--- src/hdl/lal_pkg.sv ---
// Purpose: Constants and types for the LED annunciator logic.
// Assumes: One clock, word-indexed register port, sources from logic on the same clock.
// Notes: Register word index = {led number, register select}.
package lal_pkg;

    ////////////////////////////////////////////////////////////////////////////
    // Sizes
    localparam int SLOTS = 5;
    localparam int SEL_W = 5;
    localparam int ADDR_W = 8;
    localparam int DATA_W = 32;
    localparam int LED_IDX_W = 6;

    ////////////////////////////////////////////////////////////////////////////
    // Register select within one LED's group of four words
    localparam logic [1:0] REG_CFG = 2'h0;
    localparam logic [1:0] REG_ASGN = 2'h1;
    localparam logic [1:0] REG_STAT = 2'h2;

    // Status word bit positions
    localparam int STAT_OR = 0;
    localparam int STAT_LATCH = 1;
    localparam int STAT_ACTIVE = 2;
    localparam int STAT_RED = 3;
    localparam int STAT_GREEN = 4;

    ////////////////////////////////////////////////////////////////////////////
    // Blink timing
    localparam int CLK_HZ = 25_000_000;
    localparam int BLINK_HALF_MS = 500;
    localparam int BLINK_HALF_CYC = CLK_HZ / 1000 * BLINK_HALF_MS;

    ////////////////////////////////////////////////////////////////////////////
    // Encodings
    typedef enum logic [1:0] {
        LAL_LATCH_OFF,
        LAL_LATCH_ACK_SIG,
        LAL_LATCH_ACK_ALARM,
        LAL_LATCH_RSVD
    } lal_latch_e;

    typedef enum logic [1:0] {
        LAL_COL_GREEN,
        LAL_COL_RED,
        LAL_COL_RED_FLASH,
        LAL_COL_GREEN_FLASH
    } lal_col_e;

    // Config word: [1:0] latch, [3:2] active, [5:4] inactive, [6] enable,
    // [11:7] invert mask, [16:12] acknowledge source
    typedef struct packed {
        logic [SEL_W-1:0] ack_sel;
        logic [SLOTS-1:0] inv;
        logic en;
        lal_col_e inact;
        lal_col_e act;
        lal_latch_e latch;
    } lal_cfg_s;

    // Assignment word: [24:0] five source indices, [29:25] slot used flags
    typedef struct packed {
        logic [SLOTS-1:0] used;
        logic [SLOTS-1:0][SEL_W-1:0] sel;
    } lal_asgn_s;

    localparam int CFG_W = $bits(lal_cfg_s);
    localparam int ASGN_W = $bits(lal_asgn_s);

    // Reset: LED dark, not latched, no inversion, no slot assigned
    localparam lal_cfg_s CFG_RST = '{ack_sel: '0, inv: '0, en: 1'b0,
                                     inact: LAL_COL_GREEN, act: LAL_COL_GREEN,
                                     latch: LAL_LATCH_OFF};
    localparam lal_asgn_s ASGN_RST = '{used: '0, sel: '0};

endpackage : lal_pkg

--- src/hdl/lal_top.sv ---
// Purpose: Per-LED OR annunciation with inversion, colours, blink and latching.
// Assumes: src_i and alarm_ack_i come from logic on clk_i, so no synchroniser.
// Notes: Register port is word indexed; read data valid only in the cycle after rd_i.
`timescale 1ns/1ns
`default_nettype none

module lal_top #(
    parameter int N_LED = 6,
    parameter int N_SRC = 32,
    parameter int BLINK_HALF_CYC = lal_pkg::BLINK_HALF_CYC
) (
    // Clock, reset, enable
    input wire logic clk_i,
    input wire logic rst_b_i,
    input wire logic en_i,
    // Internal status sources
    input wire logic [N_SRC-1:0] src_i,
    input wire logic alarm_ack_i,
    // Register port
    input wire logic [lal_pkg::ADDR_W-1:0] addr_i,
    input wire logic [lal_pkg::DATA_W-1:0] wdata_i,
    input wire logic wr_i,
    input wire logic rd_i,
    output logic [lal_pkg::DATA_W-1:0] rdata_o,
    // Bicolour LED drive
    output logic [N_LED-1:0] led_red_o,
    output logic [N_LED-1:0] led_green_o
);

    localparam int CNT_W = $clog2(BLINK_HALF_CYC + 1);

    ////////////////////////////////////////////////////////////////////////////
    // Elaboration checks
    if (N_LED < 1 || N_LED > (1 << lal_pkg::LED_IDX_W)) begin : g_chk_led
        $error("N_LED out of range");
    end
    if (N_SRC < 1 || N_SRC > (1 << lal_pkg::SEL_W)) begin : g_chk_src
        $error("N_SRC out of range");
    end
    if (BLINK_HALF_CYC < 1) begin : g_chk_blink
        $error("BLINK_HALF_CYC must be at least one");
    end

    ////////////////////////////////////////////////////////////////////////////
    // Source selection, shared by slots and acknowledge
    function automatic logic lal_pick(input logic [N_SRC-1:0] v, input logic [lal_pkg::SEL_W-1:0] s);
        logic r;
        r = 1'b0;
        for (int k = 0; k < N_SRC; k++) begin
            if (s == lal_pkg::SEL_W'(k)) begin
                r = v[k];
            end
        end
        return r;
    endfunction : lal_pick

    function automatic logic [1:0] lal_drive(input lal_pkg::lal_col_e c, input logic ph);
        logic [1:0] rg;
        rg = 2'b00;
        unique case (c)
            lal_pkg::LAL_COL_GREEN: rg = 2'b01;
            lal_pkg::LAL_COL_RED: rg = 2'b10;
            lal_pkg::LAL_COL_RED_FLASH: rg = {ph, 1'b0};
            lal_pkg::LAL_COL_GREEN_FLASH: rg = {1'b0, ph};
        endcase
        return rg;
    endfunction : lal_drive

    ////////////////////////////////////////////////////////////////////////////
    // State
    lal_pkg::lal_cfg_s cfg [N_LED];
    lal_pkg::lal_cfg_s next_cfg [N_LED];
    lal_pkg::lal_asgn_s asgn [N_LED];
    lal_pkg::lal_asgn_s next_asgn [N_LED];
    logic [N_LED-1:0] latched;
    logic [N_LED-1:0] next_latched;
    logic [N_LED-1:0] or_res;
    logic [N_LED-1:0] shown;
    logic [N_LED-1:0] next_red;
    logic [N_LED-1:0] next_green;
    logic [CNT_W-1:0] blink_cnt;
    logic [CNT_W-1:0] next_blink_cnt;
    logic blink_ph;
    logic next_blink_ph;
    logic [lal_pkg::DATA_W-1:0] next_rdata;

    logic [lal_pkg::LED_IDX_W-1:0] acc_led;
    logic [1:0] acc_reg;
    logic acc_hit;

    assign acc_led = addr_i[lal_pkg::ADDR_W-1:2];
    assign acc_reg = addr_i[1:0];
    assign acc_hit = ({1'b0, acc_led} < (lal_pkg::LED_IDX_W + 1)'(N_LED));

    ////////////////////////////////////////////////////////////////////////////
    // Shared blink phase; one counter so every flashing LED is in step
    always_comb begin
        next_blink_cnt = blink_cnt + CNT_W'(1);
        next_blink_ph = blink_ph;
        if (blink_cnt == CNT_W'(BLINK_HALF_CYC - 1)) begin
            next_blink_cnt = '0;
            next_blink_ph = ~blink_ph;
        end
    end

    always_ff @(posedge clk_i or negedge rst_b_i) begin
        if (!rst_b_i) begin
            blink_cnt <= '0;
            blink_ph <= 1'b0;
        end else if (en_i) begin
            blink_cnt <= next_blink_cnt;
            blink_ph <= next_blink_ph;
        end
    end

    ////////////////////////////////////////////////////////////////////////////
    // Per-LED evaluation
    for (genvar i = 0; i < N_LED; i++) begin : g_led
        logic [lal_pkg::SLOTS-1:0] term;
        logic ack;
        logic [1:0] rg;

        for (genvar j = 0; j < lal_pkg::SLOTS; j++) begin : g_slot
            // Unassigned slot gives false whatever its invert bit
            assign term[j] = asgn[i].used[j] & (lal_pick(src_i, asgn[i].sel[j]) ^ cfg[i].inv[j]);
        end

        assign or_res[i] = |term;

        always_comb begin
            ack = 1'b0;
            next_latched[i] = 1'b0;
            unique case (cfg[i].latch)
                lal_pkg::LAL_LATCH_ACK_SIG: ack = lal_pick(src_i, cfg[i].ack_sel);
                lal_pkg::LAL_LATCH_ACK_ALARM: ack = alarm_ack_i;
                default: ack = 1'b0;
            endcase
            if (cfg[i].latch == lal_pkg::LAL_LATCH_ACK_SIG || cfg[i].latch == lal_pkg::LAL_LATCH_ACK_ALARM) begin
                // Pickup beats acknowledge, so a live cause keeps the latch
                next_latched[i] = or_res[i] | (latched[i] & ~ack);
            end
        end

        assign shown[i] = or_res[i] | latched[i];
        assign rg = lal_drive(shown[i] ? cfg[i].act : cfg[i].inact, blink_ph);
        assign next_red[i] = cfg[i].en & rg[1];
        assign next_green[i] = cfg[i].en & rg[0];
    end

    always_ff @(posedge clk_i or negedge rst_b_i) begin
        if (!rst_b_i) begin
            latched <= '0;
            led_red_o <= '0;
            led_green_o <= '0;
        end else if (en_i) begin
            latched <= next_latched;
            led_red_o <= next_red;
            led_green_o <= next_green;
        end
    end

    ////////////////////////////////////////////////////////////////////////////
    // Register writes
    always_comb begin
        for (int n = 0; n < N_LED; n++) begin
            next_cfg[n] = cfg[n];
            next_asgn[n] = asgn[n];
            if (wr_i && acc_hit && acc_led == lal_pkg::LED_IDX_W'(n)) begin
                if (acc_reg == lal_pkg::REG_CFG) begin
                    next_cfg[n] = lal_pkg::lal_cfg_s'(wdata_i[lal_pkg::CFG_W-1:0]);
                end
                if (acc_reg == lal_pkg::REG_ASGN) begin
                    next_asgn[n] = lal_pkg::lal_asgn_s'(wdata_i[lal_pkg::ASGN_W-1:0]);
                end
            end
        end
    end

    always_ff @(posedge clk_i or negedge rst_b_i) begin
        if (!rst_b_i) begin
            for (int n = 0; n < N_LED; n++) begin
                cfg[n] <= lal_pkg::CFG_RST;
                asgn[n] <= lal_pkg::ASGN_RST;
            end
        end else if (en_i) begin
            for (int n = 0; n < N_LED; n++) begin
                cfg[n] <= next_cfg[n];
                asgn[n] <= next_asgn[n];
            end
        end
    end

    ////////////////////////////////////////////////////////////////////////////
    // Register reads; unmapped words and idle cycles read zero
    always_comb begin
        next_rdata = '0;
        if (rd_i && acc_hit) begin
            for (int n = 0; n < N_LED; n++) begin
                if (acc_led == lal_pkg::LED_IDX_W'(n)) begin
                    unique case (acc_reg)
                        lal_pkg::REG_CFG: next_rdata[lal_pkg::CFG_W-1:0] = cfg[n];
                        lal_pkg::REG_ASGN: next_rdata[lal_pkg::ASGN_W-1:0] = asgn[n];
                        lal_pkg::REG_STAT: begin
                            next_rdata[lal_pkg::STAT_OR] = or_res[n];
                            next_rdata[lal_pkg::STAT_LATCH] = latched[n];
                            next_rdata[lal_pkg::STAT_ACTIVE] = shown[n];
                            next_rdata[lal_pkg::STAT_RED] = led_red_o[n];
                            next_rdata[lal_pkg::STAT_GREEN] = led_green_o[n];
                        end
                        default: next_rdata = '0;
                    endcase
                end
            end
        end
    end

    always_ff @(posedge clk_i or negedge rst_b_i) begin
        if (!rst_b_i) begin
            rdata_o <= '0;
        end else if (en_i) begin
            rdata_o <= next_rdata;
        end
    end

endmodule : lal_top

`default_nettype wire

--- config.mk ---
export PLATFORM = sky130hd
export DESIGN_NAME = lal_top
export DESIGN_NICKNAME = d
export VERILOG_FILES = /design/src/hdl/lal_pkg.sv /design/src/hdl/lal_top.sv
export SDC_FILE = /design/constraint.sdc
export NUM_CORES = 2
export LEC_CHECK = 0
export BUFFER_PORTS_ARGS = -buffer_cell sky130_fd_sc_hd__buf_2
export CORE_ASPECT_RATIO = 1.1
export CORE_MARGIN = 2
export CORE_UTILIZATION = 40
export CTS_BUF_LIST = sky130_fd_sc_hd__clkbuf_8
export DETAILED_ROUTE_END_ITERATION = 8
export PLACE_DENSITY_LB_ADDON = 0.2
export SYNTH_ARGS = -nofsm -noshare
export SYNTH_HDL_FRONTEND = slang
export SYNTH_SLANG_ARGS = --single-unit
--- constraint.sdc ---
create_clock -name clk_i -period 4.38 [get_ports clk_i]
set_input_delay 0.876 -clock clk_i [delete_from_list [all_inputs] [get_ports clk_i]]
set_output_delay 0.876 -clock clk_i [all_outputs]
set_load 0.05 [all_outputs]
# ---- Yosys cells after proc, flatten, opt, wreduce, memory -nomap -nowiden
# Index checks and enable logic that the tools add are counted.
dict set report totals {
  regBits 357
  in_bits 78
  word_cells 2618
}
dict set report op_classes {
  addsub 1
  magnitude_cmp 1
  n_eq_ne 1154
  muxes 1208
  bitwise 97
  reduce_logical 79
}
# op count
set op_table {}
lappend op_table {{$eq A5 B5 Y1 const B} 576}
lappend op_table {{$eq A5 B4 Y1 const B} 288}
lappend op_table {{$mux W1} 1158}
lappend op_table {{$eq A5 B3 Y1 const B} 144}
lappend op_table {{$eq A5 B2 Y1 const B} 72}
lappend op_table {{$mux W32} 7}
lappend op_table {{$eq A5 B1 Y1 const B} 36}
lappend op_table {{$logic_not A5 Y1} 36}
lappend op_table {{$pmux W12 S3} 5}
lappend op_table {{$pmux W13 S2} 5}
lappend op_table {{$pmux W5 S3} 6}
lappend op_table {{$and A1 B1 Y1} 48}
lappend op_table {{$pmux W2 S4} 6}
lappend op_table {{$eq A2 B2 Y1 const B} 19}
lappend op_table {{$reduce_and A3 Y1} 12}
lappend op_table {{$mux W30} 1}
lappend op_table {{$reduce_or A5 Y1} 6}
lappend op_table {{$xor A1 B1 Y1} 30}
lappend op_table {{$eq A2 B1 Y1 const B} 13}
lappend op_table {{$add A24 B1 Y24 const B} 1}
lappend op_table {{$eq A24 B24 Y1 const B} 1}
lappend op_table {{$mux W24} 1}
lappend op_table {{$pmux W12 S2} 1}
lappend op_table {{$mux W2} 11}
lappend op_table {{other kinds (15)} 57}

# ---- Longest topological paths before layout
dict set report logic_depth {
  word_depth 51
  depth_mapped 16
  mapped_depth_nobuf 11
}

# ---- Worst setup path before layout
# OpenSTA, ideal clock, no wires.
dict set report synth_path {
  path_type {input to register}
  from {in src_i[31]}
  to {reg rdata_o[2] (netlist bit)}
  setup_time_ps 146
  t_arrival_ps 3577
  required_ps 4234
  path_slack_ps 658
  path_stages 12
  path_buffers 2
  path_cell_list {buf_2 > buf_6 > mux4_2 > and2_1 > o311a_1 > a221oi_1 > o311ai_1 > a2111oi_1 > nand2_1 > o311ai_1 > or4b_1 > o221ai_1}
}
dict set report synth_via {
  elab_chain_len 14
  word_cells_on_any_way 116
}
# element line_no
set synth_lines {}
lappend synth_lines {{from (decl)} lal_top.sv:17} ;# input wire logic [N_SRC-1:0] src_i,
lappend synth_lines {{$mux W1} lal_top.sv:50} ;# if (s == lal_pkg::SEL_W'(k)) begin
lappend synth_lines {{$xor A1 B1 Y1} lal_top.sv:125} ;# assign term[j] = asgn[i].used[j] & (lal_pick(src_i, asgn[i].sel[j]) ^ cfg[i].inv[j]);
lappend synth_lines {{$and A1 B1 Y1} lal_top.sv:125}
lappend synth_lines {{$reduce_or A5 Y1} lal_top.sv:128} ;# assign or_res[i] = |term;
lappend synth_lines {{$or A1 B1 Y1} lal_top.sv:144} ;# assign shown[i] = or_res[i] | latched[i];
lappend synth_lines {{$pmux W5 S3} lal_top.sv:200} ;# unique case (acc_reg)
lappend synth_lines {{$mux W30} lal_top.sv:199} ;# if (acc_led == lal_pkg::LED_IDX_W'(n)) begin
lappend synth_lines {{$mux W32} lal_top.sv:199}
lappend synth_lines {{$mux W32} lal_top.sv:197} ;# if (rd_i && acc_hit) begin
lappend synth_lines {{$mux W32 (3 in a row)} lal_top.sv:199}
lappend synth_lines {{$mux W32 (*)} lal_top.sv:199}
lappend synth_lines {{$mux W32 (*)} lal_top.sv:197}
lappend synth_lines {{to (signal assigned)} lal_top.sv:221} ;# rdata_o <= next_rdata;
lappend synth_lines {{to (decl)} lal_top.sv:24} ;# output logic [lal_pkg::DATA_W-1:0] rdata_o,
# Mark *: on every way between the ends. The rest lies on a longest branch, timed or not. The select of a mux whose other input is x is not followed.
# A chain may end at the register's enable or synchronous reset.

# ---- Worst setup path after layout
dict set report layout_path {
  from {reg asgn[130] (netlist bit)}
  to {reg led_green_o[1]}
}
dict set report layout_via {
  elab_chain_len 41
  word_cells_on_any_way 75
}
# element line_no
set layout_lines {}
lappend layout_lines {{from (decl)} lal_top.sv:73} ;# lal_pkg::lal_asgn_s asgn [N_LED];
lappend layout_lines {{from (signal, indexed assignment)} lal_top.sv:183} ;# asgn[n] <= lal_pkg::ASGN_RST;
lappend layout_lines {{from (signal, indexed assignment)} lal_top.sv:188} ;# asgn[n] <= next_asgn[n];
lappend layout_lines {{$logic_not A5 Y1} lal_top.sv:50}
lappend layout_lines {{$mux W1 (31 in a row)} lal_top.sv:50}
lappend layout_lines {{$mux W1 (*)} lal_top.sv:50}
lappend layout_lines {{$xor A1 B1 Y1 (*)} lal_top.sv:125}
lappend layout_lines {{$and A1 B1 Y1 (*)} lal_top.sv:125}
lappend layout_lines {{$reduce_or A5 Y1 (*)} lal_top.sv:128}
lappend layout_lines {{$or A1 B1 Y1 (*)} lal_top.sv:144}
lappend layout_lines {{$mux W2 (*)} lal_top.sv:145} ;# assign rg = lal_drive(shown[i] ? cfg[i].act : cfg[i].inact, blink_ph);
lappend layout_lines {{$eq A2 B2 Y1, or another cell as far along} lal_top.sv:60} ;# unique case (c)
lappend layout_lines {{$pmux W2 S4 (*)} lal_top.sv:60}
lappend layout_lines {{$and A1 B1 Y1 (*)} lal_top.sv:147} ;# assign next_green[i] = cfg[i].en & rg[0];
lappend layout_lines {{to (signal assigned)} lal_top.sv:158} ;# led_green_o <= next_green;
lappend layout_lines {{to (decl)} lal_top.sv:27} ;# output logic [N_LED-1:0] led_green_o
# Mark *: on every way between the ends. The rest lies on a longest branch, timed or not.

==> metrics.yaml <==
die:
  die_w_um: 286.6
  io_pins: 122
  fp.coreArea_mm2: 0.08744
  die-area_mm2: 0.09021
  die_y_um: 314.8
  initial_core_util: 0.4018
  std_cell_rows: 114
route:
  drcViolationCount: 0
  wire_per_inst_um: 31.92
  dr.pass1.iters: 8
  drt-initial-drc-count: 5076
  via_count: 39310
  ant_nets: 0
  wirelength_um: 182500
  drt-vias-per-instance: 6.875
sta:
  max_slew.worst_pin.slew_ns: 1.294
  fin_crit_sh: 0.9662
  setup_viol: 0
  hold_viol_final: 0
  period_minus_slack_ns: 4.232
  maxSlewViolCount: 0
  setup_tns_ns: 0
  setup_ws_ns: 0.1480
  relSlewSlack: 0.1341
  rsz0062_at_grt: "no"
  finClkSkew_ns: 0.06053
  fmax_mhz: 236.3
worst_hold_path:
  hp-class: "input port to asynchronous set/reset pin"
layout:
  fin_area_mm2: 0.04022
  drive_gt1_frac: 0.2187
  stdcell_count: 5717
  nets: 4590
  area_growth_pct: 14.49
global_routing:
  gr-usage-met3: 0.09088
  grt-ovfl-total: 0
  grt_pass1_vias: 35780
  grtUsageTotal: 0.3926
  grt_max_degree: 95
  grtUsageMet2: 0.5767
  grt_pass1_wl_um: 259200
  antenna_found_initial: 16
  grt-busiest-layer: "met2"
  met1_usage: 0.5063
place:
  hpwl_um: 132500
  placed_area_mm2: 0.03863
  port_buffers: 117
  gp_congestion: 1.036
  post-place-ws_ns: -0.5773
  placed_cells: 5585
synthesis:
  yosys.area.top_type: "dfrtp_1"
  synth_top_area_share: 0.2529
  ys_warn_count: 0
  synth_edf_count: 0
  netlist_area_mm2: 0.03513
  synth_top_flop_cell: "dfrtp_1"
  ys_types: 98
  ys_ff_latch: 355
  synth.top_cells.by_area: "dfrtp_1 25%, mux2_2 8.3%, mux2i_1 5.7%"
  synthCells: 4419
  ys_seq_area_frac: 0.2529
  synth.avg_cell_area_um2: 7.949
  ys_async_sr_fraction: 1.000
worst_setup_path:
  slowest_delay_ns: 0.59
  endpoint_kind: "register"
  critPathMostFrequentCell: "buf_4"
  worst-setup-path-type: "register to register"
  arrival_ns: 4.90
  start_kind: "register"
  worstPathRequired_ns: 5.05
  cp_max_fo: 11
  path_delay_family: "simple AND/OR/NAND/NOR gates"
  crit_buf_inv: 2
  cpMaxStageDelayCell: "or4b_1"
  crit_chain: "buf_4, a22o_1, a211o_1, a2111oi_2, a211oi_1, nor4_2, buf_4, or4b_1, or3b_1, o21bai_1, a21oi_1, a21o_1"
clock_tree:
  cts_sinks: 355
  tritoncts: "built"
  insertion_delay_ns: 0.76
  clock_tree.root_cell: "clkbuf_8"
  htree_levels: 3
  clock_path_buffers: 3
  clk_pin_slew_ns: 0.06
  cts_setup_buffers: 0
  cts_buffers: 72
job:
  cap_violations: 0
power:
  finalPower_w: 0.008847
  vdd_drop_max_mv: 0.2710
  power_leakage_nw: 16.90
  p_per_area_mw_per_mm2: 220.0
run_status:
  status: "completed"
## cell usage after synthesis, types with 40 or more instances
master,count
mux2i_1,201
nor2b_1,101
a211oi_1,61
inv_1,125
nand2b_1,130
buf_1,54
a31oi_1,57
a221oi_1,40
o21ai_0,332
nor3b_1,44
dfrtp_1,355
a22oi_1,45
o211ai_1,69
buf_2,77
nor2_1,242
nand3b_1,42
nor3_1,104
a21oi_1,287
mux2_2,259
nand2_1,362
nand3_1,91
o22ai_1,71
clkbuf_1,385
## final cells by class
type,count,area (um2)
Antenna cell,8,20.02
Clock buffer,90,1239
Clock inverter,34,309.0
Fill cell,8712,47220
Inverter,136,510.5
Multi-Input combinational cell,3404,23690
Sequential cell,355,8889
Tap cell,1160,1451
Timing Repair Buffer,530,4111
## state kept, by name, summed over array words and instances, names as in the netlist
name	flops
cfg	102
asgn	180
led_red_o	6
latched	6
blink_cnt	24
led_green_o	6
blink_ph	1
rdata_o	30
## metal layers
| metal | share of wire | routed length [um] | vias up |
|---|---|---|---|
| met4 | 0.086 | 15640 | 8 |
| li1 | - | - | 16860 |
| met3 | 0.11 | 19950 | 714 |
| met2 | 0.42 | 76130 | 2681 |
| met5 | 0.00031 | 56 | - |
| met1 | 0.39 | 70690 | 19050 |
## final timing paths
kind                       slack [ns]  cells after the start              to        start
setup / recovery                 0.15                     12  led_green_o[1]    asgn[130]
hold / removal                   0.09                      1       asgn[122]      rst_b_i
setup reg to reg                 0.15                     12  led_green_o[1]    asgn[130]
hold reg to reg                  0.47                      1     rdata_o[18]  rdata_o[18]
max in group asynchronous        3.24                      2       asgn[131]      rst_b_i
min in group clk_i               0.47                      1     rdata_o[18]  rdata_o[18]
## layout by cell type (no fill, tap or decap), types with 45 or more instances in the layout
cell / n
nor2b_1: 101
nand2_1: 362
o211ai_1: 69
inv_1: 142
nor2_1: 237
nor3_1: 99
clkbuf_8: 90
nand3_1: 91
a211oi_1: 61
o21ai_0: 332
a22oi_1: 45
a21oi_1: 287
buf_2: 115
mux2_2: 259
o22ai_1: 71
nand2b_1: 130
a31oi_1: 57
dfrtp_1: 351
mux2i_1: 201
buf_4: 381
## stage by stage
step | utilization | hold WS, ns
floorplan | - | 0.4627
detailed placement | 0.4418 | 0.4639
global route | 0.4599 | 0.1274
global placement | 0.4418 | 0.4574
finish | 0.4600 | 0.09198
CTS | 0.4596 | 0.08121
## power by group
| group | internal [W] | switching (W) | total (W) |
|---|---|---|---|
| clock | 0.00220 | 0.00176 | 0.00395 |
| combinational | 0.000487 | 0.00103 | 0.00152 |
| sequential | 0.00332 | 0.0000659 | 0.00338 |
| total | 0.00600 | 0.00285 | 0.00885 |
## logic make-up (layout without fill, tap and decap cells)
| kind of cell | after synthesis | count (layout) | synth area share |
|---|---|---|---|
| adder cells (fa/ha/maj) | 13 | 13 | 0.004630 |
| multiplexers | 499 | 499 | 0.1658 |
| buffers and inverters | 661 | 790 | 0.07469 |
| flip-flops | 355 | 355 | 0.2529 |
| AND/OR/NAND/NOR | 1410 | 1410 | 0.2131 |
| AO/OA/AOI/OAI | 1448 | 1448 | 0.2808 |
| other | 1 | 10 | 0.0001068 |
| XOR/XNOR | 32 | 32 | 0.007978 |
## what timing repair did
action / CTS / global route
pin swaps: 0 / 1
hold buffers: 0 / 0
setup endpoints to repair: 4 / 4
resized for setup: 1 / 6
No activity file was read; power rests on OpenSTA's default activity.
